## config.mk

```make
export PLATFORM = sky130hd
export DESIGN_NAME = serial_lane_status_irq_enable
export DESIGN_NICKNAME = d
export VERILOG_FILES = /design/src/lane_health_pkg.sv /design/src/lane_state_sync.sv /design/src/serial_lane_status_irq_enable.sv
export SDC_FILE = /design/constraint.sdc
export NUM_CORES = 1
export LEC_CHECK = 0
export BUFFER_PORTS_ARGS = -buffer_cell sky130_fd_sc_hd__buf_4
export CORE_UTILIZATION = 35
export DETAILED_ROUTE_END_ITERATION = 6
export GPL_TIMING_DRIVEN = 0
export SLEW_MARGIN = 15
export SYNTH_ARGS = -nofsm -noshare
export SYNTH_HDL_FRONTEND = slang
export SYNTH_SLANG_ARGS = --single-unit
```

## constraint.sdc

```tcl
create_clock -name clk_sys -period 1.7 [get_ports clk_sys]
set_clock_uncertainty 0.15 [all_clocks]
set_input_delay 0 -clock clk_sys [delete_from_list [all_inputs] [get_ports clk_sys]]
set_output_delay 0 -clock clk_sys [all_outputs]
set_load 0.05 [all_outputs]
```

## src/lane_health_pkg.sv

```systemverilog
package lane_health_pkg;

   // Register offsets on the configuration port
   localparam logic [11:0] LANE7_LINK_HEALTH_ADDR = 12'h4b7;
   localparam logic [11:0] LINK_IRQ_ENABLE_A_ADDR = 12'h4b8;

   // Health register field positions
   localparam int DISPARITY_BIT      = 7;
   localparam int INVALID_CODE_BIT   = 6;
   localparam int UNEXPECTED_K_BIT   = 5;
   localparam int DESKEW_BIT         = 4;
   localparam int INITIAL_SYNC_BIT   = 3;
   localparam int CHECKSUM_BIT       = 2;
   localparam int FRAME_SYNC_BIT     = 1;
   localparam int CODE_GROUP_BIT     = 0;

   // Writable enable bits in the first interrupt-enable register
   localparam logic [7:0] IRQ_ENABLE_A_WMASK = 8'hf8;

   // Reset values
   localparam logic [7:0] LANE7_LINK_HEALTH_RESET = 8'h00;
   localparam logic [7:0] LINK_IRQ_ENABLE_A_RESET = 8'h00;
   localparam logic [7:0] ERROR_COUNT_RESET       = 8'h00;

   // Synchroniser depth for lane-state inputs from the link receiver
   localparam int SYNC_STAGES = 3;

   // Error counts coming from the lane receiver
   typedef struct packed {
      logic [7:0] disparity;
      logic [7:0] invalid_code;
      logic [7:0] unexpected_control;
   } lane_error_counts_t;

   // Lane state levels from the link receiver
   typedef struct packed {
      logic deskew_ok;
      logic initial_sync_ok;
      logic checksum_ok;
      logic frame_sync_ok;
      logic code_group_sync_ok;
   } lane_states_t;

   // Configuration port access
   typedef struct packed {
      logic        rd_en;
      logic        wr_en;
      logic [11:0] addr;
      logic [7:0]  wdata;
   } cfg_req_t;

endpackage

```

## src/lane_state_sync.sv

```systemverilog
`timescale 1ns/1ps
module lane_state_sync
   import lane_health_pkg::*;
(
   // Clock and reset
   input  wire logic         clk_sys,
   input  wire logic         rst_n,
   // Asynchronous levels in, settled levels out
   input  wire lane_states_t raw_in,
   output lane_states_t      settled_out
);

   typedef struct packed {
      lane_states_t [SYNC_STAGES-1:0] stage;
      lane_states_t                   settled;
   } sync_state_t;

   sync_state_t state_reg;
   sync_state_t state_next;

   always_comb
   begin
      state_next = state_reg;
      state_next.stage[0] = raw_in;
      state_next.stage[1] = state_reg.stage[0];
      state_next.stage[2] = state_reg.stage[1];
      // A change counts only once the second and third stages agree
      if (state_reg.stage[1] == state_reg.stage[2])
      begin
         state_next.settled = state_reg.stage[2];
      end
   end

   always_ff @(posedge clk_sys or negedge rst_n)
   begin
      if (!rst_n)
      begin
         state_reg <= '0;
      end
      else
      begin
         state_reg <= state_next;
      end
   end

   assign settled_out = state_reg.settled;

endmodule

```

## src/serial_lane_status_irq_enable.sv

```systemverilog
// Notes on behaviour
// - Bit 7 of the lane-7 health register is 1 while the disparity error count is at or above the threshold.
// - Bit 6 is 1 while the not-in-table symbol count is at or above the threshold, else 0.
// - Bit 5 is 1 while the unexpected control character count is at or above the threshold, else 0.
// - Bit 4 shows lane-7 deskew, 1 when achieved and 0 when failed.
// - Bit 2 shows whether the computed lane-7 checksum is correct.
// - Bit 1 shows lane-7 frame sync, 1 achieved and 0 lost.
// - Bit 0 shows lane-7 code group sync and stays valid whatever the skip-alignment setting.
// - Bit 3 shows initial lane sync, and software ignores bits 4 to 1 while alignment is skipped.
// - Enable bits 7 and 6 gate disparity and not-in-table interrupts and reset to 0.
// - Enable bits 5, 4 and 3 gate unexpected-K, deskew and initial-sync interrupts and reset to 0.
`timescale 1ns/1ps
module serial_lane_status_irq_enable
   import lane_health_pkg::*;
(
   // Clock and reset
   input  wire logic               clk_sys,
   input  wire logic               rst_n,
   // Configuration port
   input  wire cfg_req_t           cfg_req,
   output logic [7:0]              cfg_rdata,
   output logic                    cfg_rvalid,
   // Threshold and alignment mode from the link setup
   input  wire logic [7:0]         error_threshold,
   input  wire logic               skip_alignment_sequence,
   // Lane-7 receiver inputs
   input  wire lane_error_counts_t lane7_counts,
   input  wire lane_states_t       lane7_states_raw,
   // Interrupt requests per gated event
   output logic [4:0]              link_event_irq,
   // Current register contents
   output logic [7:0]              lane7_link_health,
   output logic [7:0]              link_irq_enable_a
);

   typedef struct packed {
      logic [7:0] health;
      logic [7:0] irq_enable;
      logic [7:0] rdata;
      logic       rvalid;
      logic [4:0] irq;
   } bank_state_t;

   bank_state_t  state_reg;
   bank_state_t  state_next;
   lane_states_t lane7_states;
   logic [4:0]   events;

   // Counts share the block clock, so only the state levels need synchronising
   lane_state_sync u_state_sync (
      .clk_sys     (clk_sys),
      .rst_n       (rst_n),
      .raw_in      (lane7_states_raw),
      .settled_out (lane7_states)
   );

   always_comb
   begin
      state_next = state_reg;

      state_next.health[DISPARITY_BIT] = (lane7_counts.disparity >= error_threshold);
      state_next.health[INVALID_CODE_BIT] = (lane7_counts.invalid_code >= error_threshold);
      state_next.health[UNEXPECTED_K_BIT] = (lane7_counts.unexpected_control >= error_threshold);
      state_next.health[DESKEW_BIT] = lane7_states.deskew_ok;
      state_next.health[INITIAL_SYNC_BIT] = lane7_states.initial_sync_ok;
      state_next.health[CHECKSUM_BIT] = lane7_states.checksum_ok;
      state_next.health[FRAME_SYNC_BIT] = lane7_states.frame_sync_ok;
      state_next.health[CODE_GROUP_BIT] = lane7_states.code_group_sync_ok;

      if (cfg_req.wr_en && cfg_req.addr == LINK_IRQ_ENABLE_A_ADDR)
      begin
         state_next.irq_enable = cfg_req.wdata & IRQ_ENABLE_A_WMASK;
      end

      // Reads return the contents as stored before this cycle's write
      state_next.rvalid = cfg_req.rd_en;
      state_next.rdata  = 8'h00;
      if (cfg_req.rd_en)
      begin
         unique case (cfg_req.addr)
            LANE7_LINK_HEALTH_ADDR: state_next.rdata = state_reg.health;
            LINK_IRQ_ENABLE_A_ADDR: state_next.rdata = state_reg.irq_enable;
            default:                state_next.rdata = 8'h00;
         endcase
      end

      state_next.irq = events & state_reg.irq_enable[7:3];
   end

   // Error flags raise events as levels; deskew and initial sync raise on loss,
   // and only while alignment is not skipped
   assign events = {state_reg.health[DISPARITY_BIT],
                    state_reg.health[INVALID_CODE_BIT],
                    state_reg.health[UNEXPECTED_K_BIT],
                    ~state_reg.health[DESKEW_BIT] & ~skip_alignment_sequence,
                    ~state_reg.health[INITIAL_SYNC_BIT] & ~skip_alignment_sequence};

   always_ff @(posedge clk_sys or negedge rst_n)
   begin
      if (!rst_n)
      begin
         state_reg.health     <= LANE7_LINK_HEALTH_RESET;
         state_reg.irq_enable <= LINK_IRQ_ENABLE_A_RESET;
         state_reg.rdata      <= 8'h00;
         state_reg.rvalid     <= 1'b0;
         state_reg.irq        <= 5'h00;
      end
      else
      begin
         state_reg <= state_next;
      end
   end

   assign cfg_rdata         = state_reg.rdata;
   assign cfg_rvalid        = state_reg.rvalid;
   assign link_event_irq    = state_reg.irq;
   assign lane7_link_health = state_reg.health;
   assign link_irq_enable_a = state_reg.irq_enable;

endmodule

```

==> results.yml, run 1 <==
run_status:
  status: "complete, no violations"
final_layout:
  finalNetCount: 367
  antenna_cells: 0
  fin_cells: 356
  drive_gt1_share_pct: 39.50
  fin_area_um2: 3233
  largest_reg_flops: 10
  area_growth_pct: 51.11
timing:
  worstMarginPinSlew_ps: 574.7
  maxSlewViolCount: 0
  finalSetupViolations: 0
  min_period_over_period_pct: 98.30
  rsz0062_at_grt: "true"
  hold_violations: 0
  fin_ws_ps: 28.93
  fmax_ghz: 0.5984
  holdWs_ps: 6.438
  slew_headroom_pct: 61.69
  period_needed_ps: 1671
worst_setup_path:
  crit_family: "flip-flops"
  slowest_delay_ps: 400
  endpoint_kind: "flip-flop"
  cp-start-kind: "flip-flop"
  worstSetupPathType: "flip-flop to flip-flop"
  crit_required_ps: 1730
  worstPathMaxFanout: 4
  crit_chain: "xor2_1, nor4_4, o21ai_4, mux2_4"
  path_buf_inv: 0
  slowest_stage: "dfrtp_1"
  cp.arrival_ps: 1700
floorplan:
  start_util_pct: 36.14
  die_y_um: 80.19
  rows: 28
  dieArea_um2: 6430
  die_w_um: 80.19
  core_um2: 5921
  io_pins: 92
placed_design:
  placedInstanceArea_um2: 2879
  dp_hpwl_um: 3311
  preCtsSetupSlack_ps: 29.36
  gp_congestion: 0.8405
  port_buffers: 85
  dp_cells: 324
drt:
  drtIter0Drc: 43
  drt-pass1-iter-count: 7
  wl_um: 4395
  ant_nets: 0
  drc: 0
  vias: 1599
  post_drt_wl_per_cell_um: 12.35
  via_per_inst: 4.492
power_and_ir_drop:
  power.switching_mw: 0.7613
  p_int_mw: 1.813
  power.leakage_nw: 1.724
  p_per_area_nw_per_um2: 796.2
  switching_share_pct: 29.58
  p_comb_share_pct: 25.7
  clockPowerShare_pct: 24.6
  power.total_mw: 2.574
  p_seq_share_pct: 49.7
  peakVddDrop_v: 0.0005674
cts:
  clock_path_buffers: 2
  root_buffer: "clkbuf_8"
  tritoncts: "built"
  cts.clk_slew.worst_paths_ps: 80
  htree_levels: 2
  clock_sinks: 47
  clk_latency_ps: 290
  cts_buffers: 5
synth:
  async_flop_share_pct: 100.0
  yosys.area.top_type: "dfrtp_1"
  synth_edf_count: 0
  synth_ff_type: "dfrtp_1"
  syn_inst: 162
  yosysTopAreaCellShare_pct: 54.97
  synth-seq-cells: 47
  syn_area_per_cell_um2: 13.21
  synth.top_cells.by_area: "dfrtp_1 55%, ha_1 14%, a21o_1 3.2%"
  ys_seq_area_share_pct: 54.97
  yosys_warnings: 0
  synthDistinctLibCells: 30
  synth.most_common_cell: "dfrtp_1"
  synth_area_um2: 2140
  yosys-top-cells-count: "47 x dfrtp_1, 24 x ha_1, 11 x inv_1, 11 x nor2_1, 9 x a21o_1"
global_routing:
  grt_pass1_wl_um: 6996
  grt_pass1_vias: 1585
  antenna_found_initial: 0
  grt_usage_pct: 14.52
  grt.overflow.total: 0
  grt_max_degree: 48
flow_run:
  cap_violations: 0
worst_hold_path:
  hold_path_class: "primary input to flip-flop"
==> per-stage QoR <==
step	TNS, ps	utilization (%)
final	0	54.61
after CTS	0	54.08
after global placement	0	48.63
after detailed placement	0	48.63
after global routing	-157.7	54.61
after floorplan	0	-
==> power by group through the flow <==
| stage | registers [mW] | logic [mW] | clock network [mW] |
|---|---|---|---|
| after floorplan | 1.46 | 0.198 | 0 |
| after global placement | 1.30 | 0.608 | 0 |
| after detailed placement | 1.30 | 0.615 | 0 |
| after CTS | 1.28 | 0.658 | 0.657 |
| after global routing | 1.30 | 0.717 | 0.711 |
| final | 1.28 | 0.661 | 0.633 |
==> routing by layer <==
layer | vias up | global-route usage (%) | part of all wire [%]
met2 | 57 | 24.27 | 48
met3 | 5 | 4.205 | 6.1
met4 | 0 | 5.000 | 1.2
li1 | 802 | - | -
met5 | - | 0 | 0
met1 | 735 | 17.84 | 45
==> worst register-to-register path, delay by kind of cell (launching register included) <==
family / cells / cell delay [ps]
AO/OA/AOI/OAI: 1 / 140
AND/OR/NAND/NOR: 1 / 360
flip-flops: 1 / 400
multiplexers: 1 / 310
XOR/XNOR: 1 / 200
==> path summary, 6_finish.rpt <==
path | start | to | slack (ps) | cells past startpoint
setup / recovery | u_state_sync.state_reg[17] | u_state_sync.settled_out[1] | 30 | 4
hold / removal | cfg_req[16] | link_irq_enable_a[3] | 6 | 4
setup reg to reg | u_state_sync.state_reg[17] | u_state_sync.settled_out[1] | 30 | 4
hold reg to reg | u_state_sync.state_next[13] | u_state_sync.state_next[18] | 200 | 0
max in group asynchronous | rst_n | lane7_link_health[4] | 900 | 2
min in group asynchronous | rst_n | cfg_rvalid | 100 | 2
==> cells by family after synthesis <==
| group | after synthesis | share of synthesized area (%) |
|---|---|---|
| other | 1 | 0.1753 |
| muxes | 10 | 5.906 |
| adders and majority gates | 24 | 14.04 |
| AOI/OAI and AO/OA | 25 | 8.362 |
| DFF | 47 | 54.97 |
| xor gates and xnor gates | 4 | 1.637 |
| buffers and inverters | 15 | 3.158 |
| and+or+nand+nor | 36 | 11.75 |
==> cells in the final DEF (no fill, tap or decap), types with 3 or more instances in the layout <==
cell	instances
mux2_4	4
a211oi_1	3
clkbuf_8	5
and3_1	3
mux2_2	5
ha_1	23
dfrtp_1	47
inv_1	11
nor2_1	11
xor2_1	4
dlygate4sd3_1	24
nand4_1	3
nand2b_1	4
buf_4	89
o31ai_1	3
a22oi_1	5
and2_1	5
a21o_1	9
conb_1	3
==> final cells by class <==
| cell class | instances | area, um^2 |
|---|---|---|
| buffer | 4 | 26.28 |
| clock buffer | 5 | 68.82 |
| clock inverter | 2 | 13.76 |
| fill | 522 | 2688 |
| inverter | 11 | 41.29 |
| multi-input combinational | 102 | 927.1 |
| sequential | 47 | 1176 |
| tap | 75 | 93.84 |
| timing repair buffer | 110 | 885.9 |
==> repair_timing <==
item                       in CTS  in global routing
hold buffers                   24                  0
gates resized for setup         0                  3
setup endpoints to repair       0                  5
hold endpoints to repair       71                  0
buffers inserted                0                  1
Power figures use the tool's default switching activity.
==> run 2: changes to the inputs <==
HOLD_SLACK_MARGIN = 0.1   (was unset)
==> results.yml, run 2 (same netlist as run 1, synthesis figures left out) <==
timing:
  finalSetupViolations: 0
  slew_headroom_pct: 61.59
  min_period_over_period_pct: 98.66
  rsz0062_at_grt: "true"
  period_needed_ps: 1677
  worstMarginPinSlew_ps: 576.1
  hold_violations: 0
  maxSlewViolCount: 0
  fmax_ghz: 0.5962
final_layout:
  layout_common_cells: "91 x buf_4, 47 x dfrtp_1, 45 x dlygate4sd3_1"
  finalNetCount: 390
  final_common_cell: "buf_4"
  final_core_util_pct: 58.26
  area_growth_pct: 61.23
  fin_area_um2: 3450
  antenna_cells: 0
  drive_gt1_share_pct: 37.50
  largest_reg_flops: 10
power_and_ir_drop:
  p_per_area_nw_per_um2: 755.1
  switching_share_pct: 29.50
  power.leakage_nw: 1.814
  power.switching_mw: 0.7684
  p_seq_share_pct: 49.2
  clockPowerShare_pct: 24.1
  peakVddDrop_v: 0.0005668
  p_int_mw: 1.836
  p_comb_share_pct: 26.7
placed_design:
  dp_hpwl_um: 3311
  port_buffers: 85
  placedInstanceArea_um2: 2879
  gp_congestion: 0.8405
cts:
  clock_path_buffers: 2
  cts.clk_slew.worst_paths_ps: 90
  tritoncts: "built"
  cts_buffers: 5
  clock_sinks: 47
  clk_latency_ps: 290
  htree_levels: 2
  root_buffer: "clkbuf_8"
floorplan:
  start_util_pct: 36.14
  io_pins: 92
  die_y_um: 80.19
  die_w_um: 80.19
  rows: 28
  dieArea_um2: 6430
  core_um2: 5921
flow_run:
  cap_violations: 0
drt:
  ant_nets: 0
  wl_um: 4845
  vias: 1705
  drt-pass1-iter-count: 6
  via_per_inst: 4.499
  drtIter0Drc: 46
  post_drt_wl_per_cell_um: 12.78
  drc: 0
worst_setup_path:
  worstPathMaxFanout: 3
  crit_chain: "dlygate4sd3_1, buf_4, inv_2, ha_1, dlygate4sd3_1, a21oi_1, o31ai_1"
  cp.arrival_ps: 1700
  worstSetupPathType: "primary input to flip-flop"
  slowest_delay_ps: 570
  slowest_stage: "dlygate4sd3_1"
  path_buf_inv: 4
  endpoint_kind: "flip-flop"
  crit_path_frequent_cell: "dlygate4sd3_1"
  rrSetupSlack_ps: 30
  crit_required_ps: 1730
  crit_family: "buffers and inverters"
  cp-start-kind: "primary input"
worst_hold_path:
  hold_path_class: "primary input to asynchronous set/reset pin"
global_routing:
  grt.overflow.total: 0
  grt_pass1_wl_um: 7555
  grt_max_degree: 48
  grt_pass1_vias: 1731
  grt_usage_pct: 15.76
  antenna_found_initial: 0
run_status:
  status: "complete, no violations"
-- run 2: power groups by stage --
stage          logic, mW  registers (mW)  clock network (mW)
2_1_floorplan      0.198            1.46                   0
3_3_place_gp       0.608            1.30                   0
3_5_place_dp       0.615            1.30                   0
4_1_cts            0.685            1.28               0.657
5_1_grt            0.749            1.30               0.709
6_report           0.696            1.28               0.628
-- run 2: repair_timing --
item,CTS,global route
endpoints found under the setup margin,0,10
buffers inserted,0,3
gates resized for setup,0,4
hold buffers,44,1
hold endpoints to repair,71,2
-- run 2: metrics by stage --
stage	power [mW]	std cells	setup slack (ps)	setup TNS [ps]	hold slack, ps
finish	2.605	379	22.76	0	99.40
global route	2.754	379	-43.31	-157.7	149.6
CTS	2.623	375	11.45	0	8.319
detailed placement	1.919	324	29.36	0	-106.5
global placement	1.910	324	32.18	0	-105.7
floorplan	1.662	164	103.1	0	-445.6
-- run 2: area by class of cell --
cell class | instances | area, um^2
multi-input combinational | 102 | 918.4
fill | 501 | 2471
sequential | 47 | 1176
inverter | 11 | 41.29
buffer | 4 | 26.28
tap | 75 | 93.84
timing repair buffer | 133 | 1111
clock inverter | 2 | 13.76
clock buffer | 5 | 68.82
-- run 2: path summary, 6_finish.rpt --
kind                                               end  cells past startpoint                        start
max                               lane7_link_health[7]                      7           error_threshold[7]
max in group asynchronous         lane7_link_health[4]                      2                        rst_n
min reg2reg                u_state_sync.state_next[18]                      0  u_state_sync.state_next[13]
min in group clk_sys              lane7_link_health[5]                      5           error_threshold[3]
min                                         cfg_rvalid                      2                        rst_n
max reg2reg                u_state_sync.settled_out[1]                      4   u_state_sync.state_reg[17]
-- run 2: layer usage --
metal / track usage, % / part of all wire [%]
met2: 27.61 / 51
met3: 4.318 / 5.8
met5: 0 / 0
met1: 18.35 / 42
met4: 5.714 / 1.6
==> run 3: changes to the inputs <==
RECOVER_POWER = 25   (was unset)
==> results.yml, run 3 (same netlist as run 1, synthesis figures left out) <==
run_status:
  status: "complete, no violations"
drt:
  wl_um: 4834
  via_per_inst: 4.507
  post_drt_wl_per_cell_um: 12.75
  wl_met3_um: 280
  drtIter0Drc: 46
  vias: 1708
  m1WireLength_um: 2021
  drt-pass1-iter-count: 4
  ant_nets: 0
  drc: 0
  top_layer_used: "met4"
  dr_wl_met2_um: 2456
floorplan:
  start_util_pct: 36.14
  rows: 28
  die_w_um: 80.19
  die_y_um: 80.19
  core_um2: 5921
  dieArea_um2: 6430
  io_pins: 92
global_routing:
  grt_usage_pct: 15.76
  grt_pass1_vias: 1731
  grt.overflow.total: 0
  grt_pass1_wl_um: 7555
  grt_max_degree: 48
  antenna_found_initial: 0
worst_setup_path:
  worstSetupPathType: "primary input to flip-flop"
  cp-start-kind: "primary input"
  cp.arrival_ps: 1700
  crit_path_frequent_cell: "dlygate4sd3_1"
  worstPathMaxFanout: 3
  crit_chain: "dlygate4sd3_1, buf_4, inv_2, ha_1, dlygate4sd3_1, a21oi_1, o31ai_1"
  slowest_delay_ps: 570
  endpoint_kind: "flip-flop"
  crit_required_ps: 1730
  slowest_stage: "dlygate4sd3_1"
  crit_family: "buffers and inverters"
  path_buf_inv: 4
cts:
  root_buffer: "clkbuf_8"
  cts_buffers: 5
  clock_sinks: 47
  clock_path_buffers: 2
  clk_latency_ps: 290
  htree_levels: 2
  cts.clk_slew.worst_paths_ps: 90
  tritoncts: "built"
final_layout:
  finalNetCount: 390
  fin_cells: 379
  n_fill_cell: 502
  final_common_cell: "buf_4"
  drive_gt1_share_pct: 37.17
  layout_common_cells: "84 x buf_4, 47 x dfrtp_1, 45 x dlygate4sd3_1"
  final_core_util_pct: 58.16
  largest_reg_flops: 10
  antenna_cells: 0
  area_growth_pct: 60.94
timing:
  fin_ws_ps: 22.75
  rsz0062_at_grt: "true"
  fmax_ghz: 0.5962
  hold_violations: 0
  slew_headroom_pct: 25.36
  period_needed_ps: 1677
  setup-tns-final_ps: 0
  min_period_over_period_pct: 98.66
  maxSlewViolCount: 0
  finalSetupViolations: 0
  worstMarginPinSlew_ps: 1120
power_and_ir_drop:
  p_per_area_nw_per_um2: 755.8
  power.leakage_nw: 1.808
  power.total_mw: 2.602
  peakVddDrop_v: 0.0005662
placed_design:
  preCtsSetupSlack_ps: 29.36
  dp_cells: 324
  dp_hpwl_um: 3311
  port_buffers: 85
  gp_congestion: 0.8405
worst_hold_path:
  hold_path_class: "primary input to flip-flop"
flow_run:
  cap_violations: 0
run 3: repair_timing:
item                                    CTS  global route
hold buffers                             44             1
endpoints found under the hold margin    71             2
endpoints found under the setup margin    0            10
buffers inserted                          0             3
resized for setup                         0             4
run 3: path summary, 6_finish.rpt:
check	from	endpoint	slack (ps)	depth (start not counted)
worst max-delay path	error_threshold[7]	lane7_link_health[7]	20	7
worst min-delay path	error_threshold[3]	lane7_link_health[5]	110	5
worst max register to register	u_state_sync.state_reg[17]	u_state_sync.settled_out[1]	30	4
worst min register to register	u_state_sync.state_next[13]	u_state_sync.state_next[18]	200	0
max in group asynchronous	rst_n	lane7_link_health[4]	400	2
min in group asynchronous	rst_n	cfg_rvalid	310	2
run 3: stage by stage:
step	instance area [um^2]	hold WS [ps]
after floorplan	2147	-445.6
after global placement	2879	-105.7
after detailed placement	2879	-106.5
after CTS	3402	8.319
after global routing	3443	158.3
final	3443	113.5
run 3: worst register-to-register path: cells and delay by family (launching register included):
| kind | cells | cell delay [ps] |
|---|---|---|
| simple gates | 1 | 360 |
| xor+xnor | 1 | 200 |
| mux | 1 | 310 |
| flops | 1 | 400 |
| compound gates | 1 | 140 |
run 3: where the power goes:
part / internal (mW) / leakage [nW] / total [mW] / switching [mW]
Sequential: 1.22 / 0.591 / 1.28 / 0.0589
Clock: 0.281 / 0.0440 / 0.628 / 0.347
Combinational: 0.331 / 1.17 / 0.693 / 0.362
Total: 1.83 / 1.81 / 2.60 / 0.768
run 3: cell type report:
| type | count | area, um^2 | share of cell area [%] |
|---|---|---|---|
| inverter | 11 | 41.29 | 1.199 |
| multi-input combinational | 102 | 918.4 | 26.67 |
| buffer | 4 | 26.28 | 0.7631 |
| timing repair buffer | 133 | 1105 | 32.09 |
| clock buffer | 5 | 68.82 | 1.999 |
| sequential | 47 | 1176 | 34.16 |
| clock inverter | 2 | 13.76 | 0.3997 |
| tap | 75 | 93.84 | 2.725 |
run 3: layer usage:
metal	vias to the layer above	track usage [%]
met5	-	0
met1	801	18.35
met4	0	5.714
met2	53	27.61
li1	847	-
met3	7	4.318
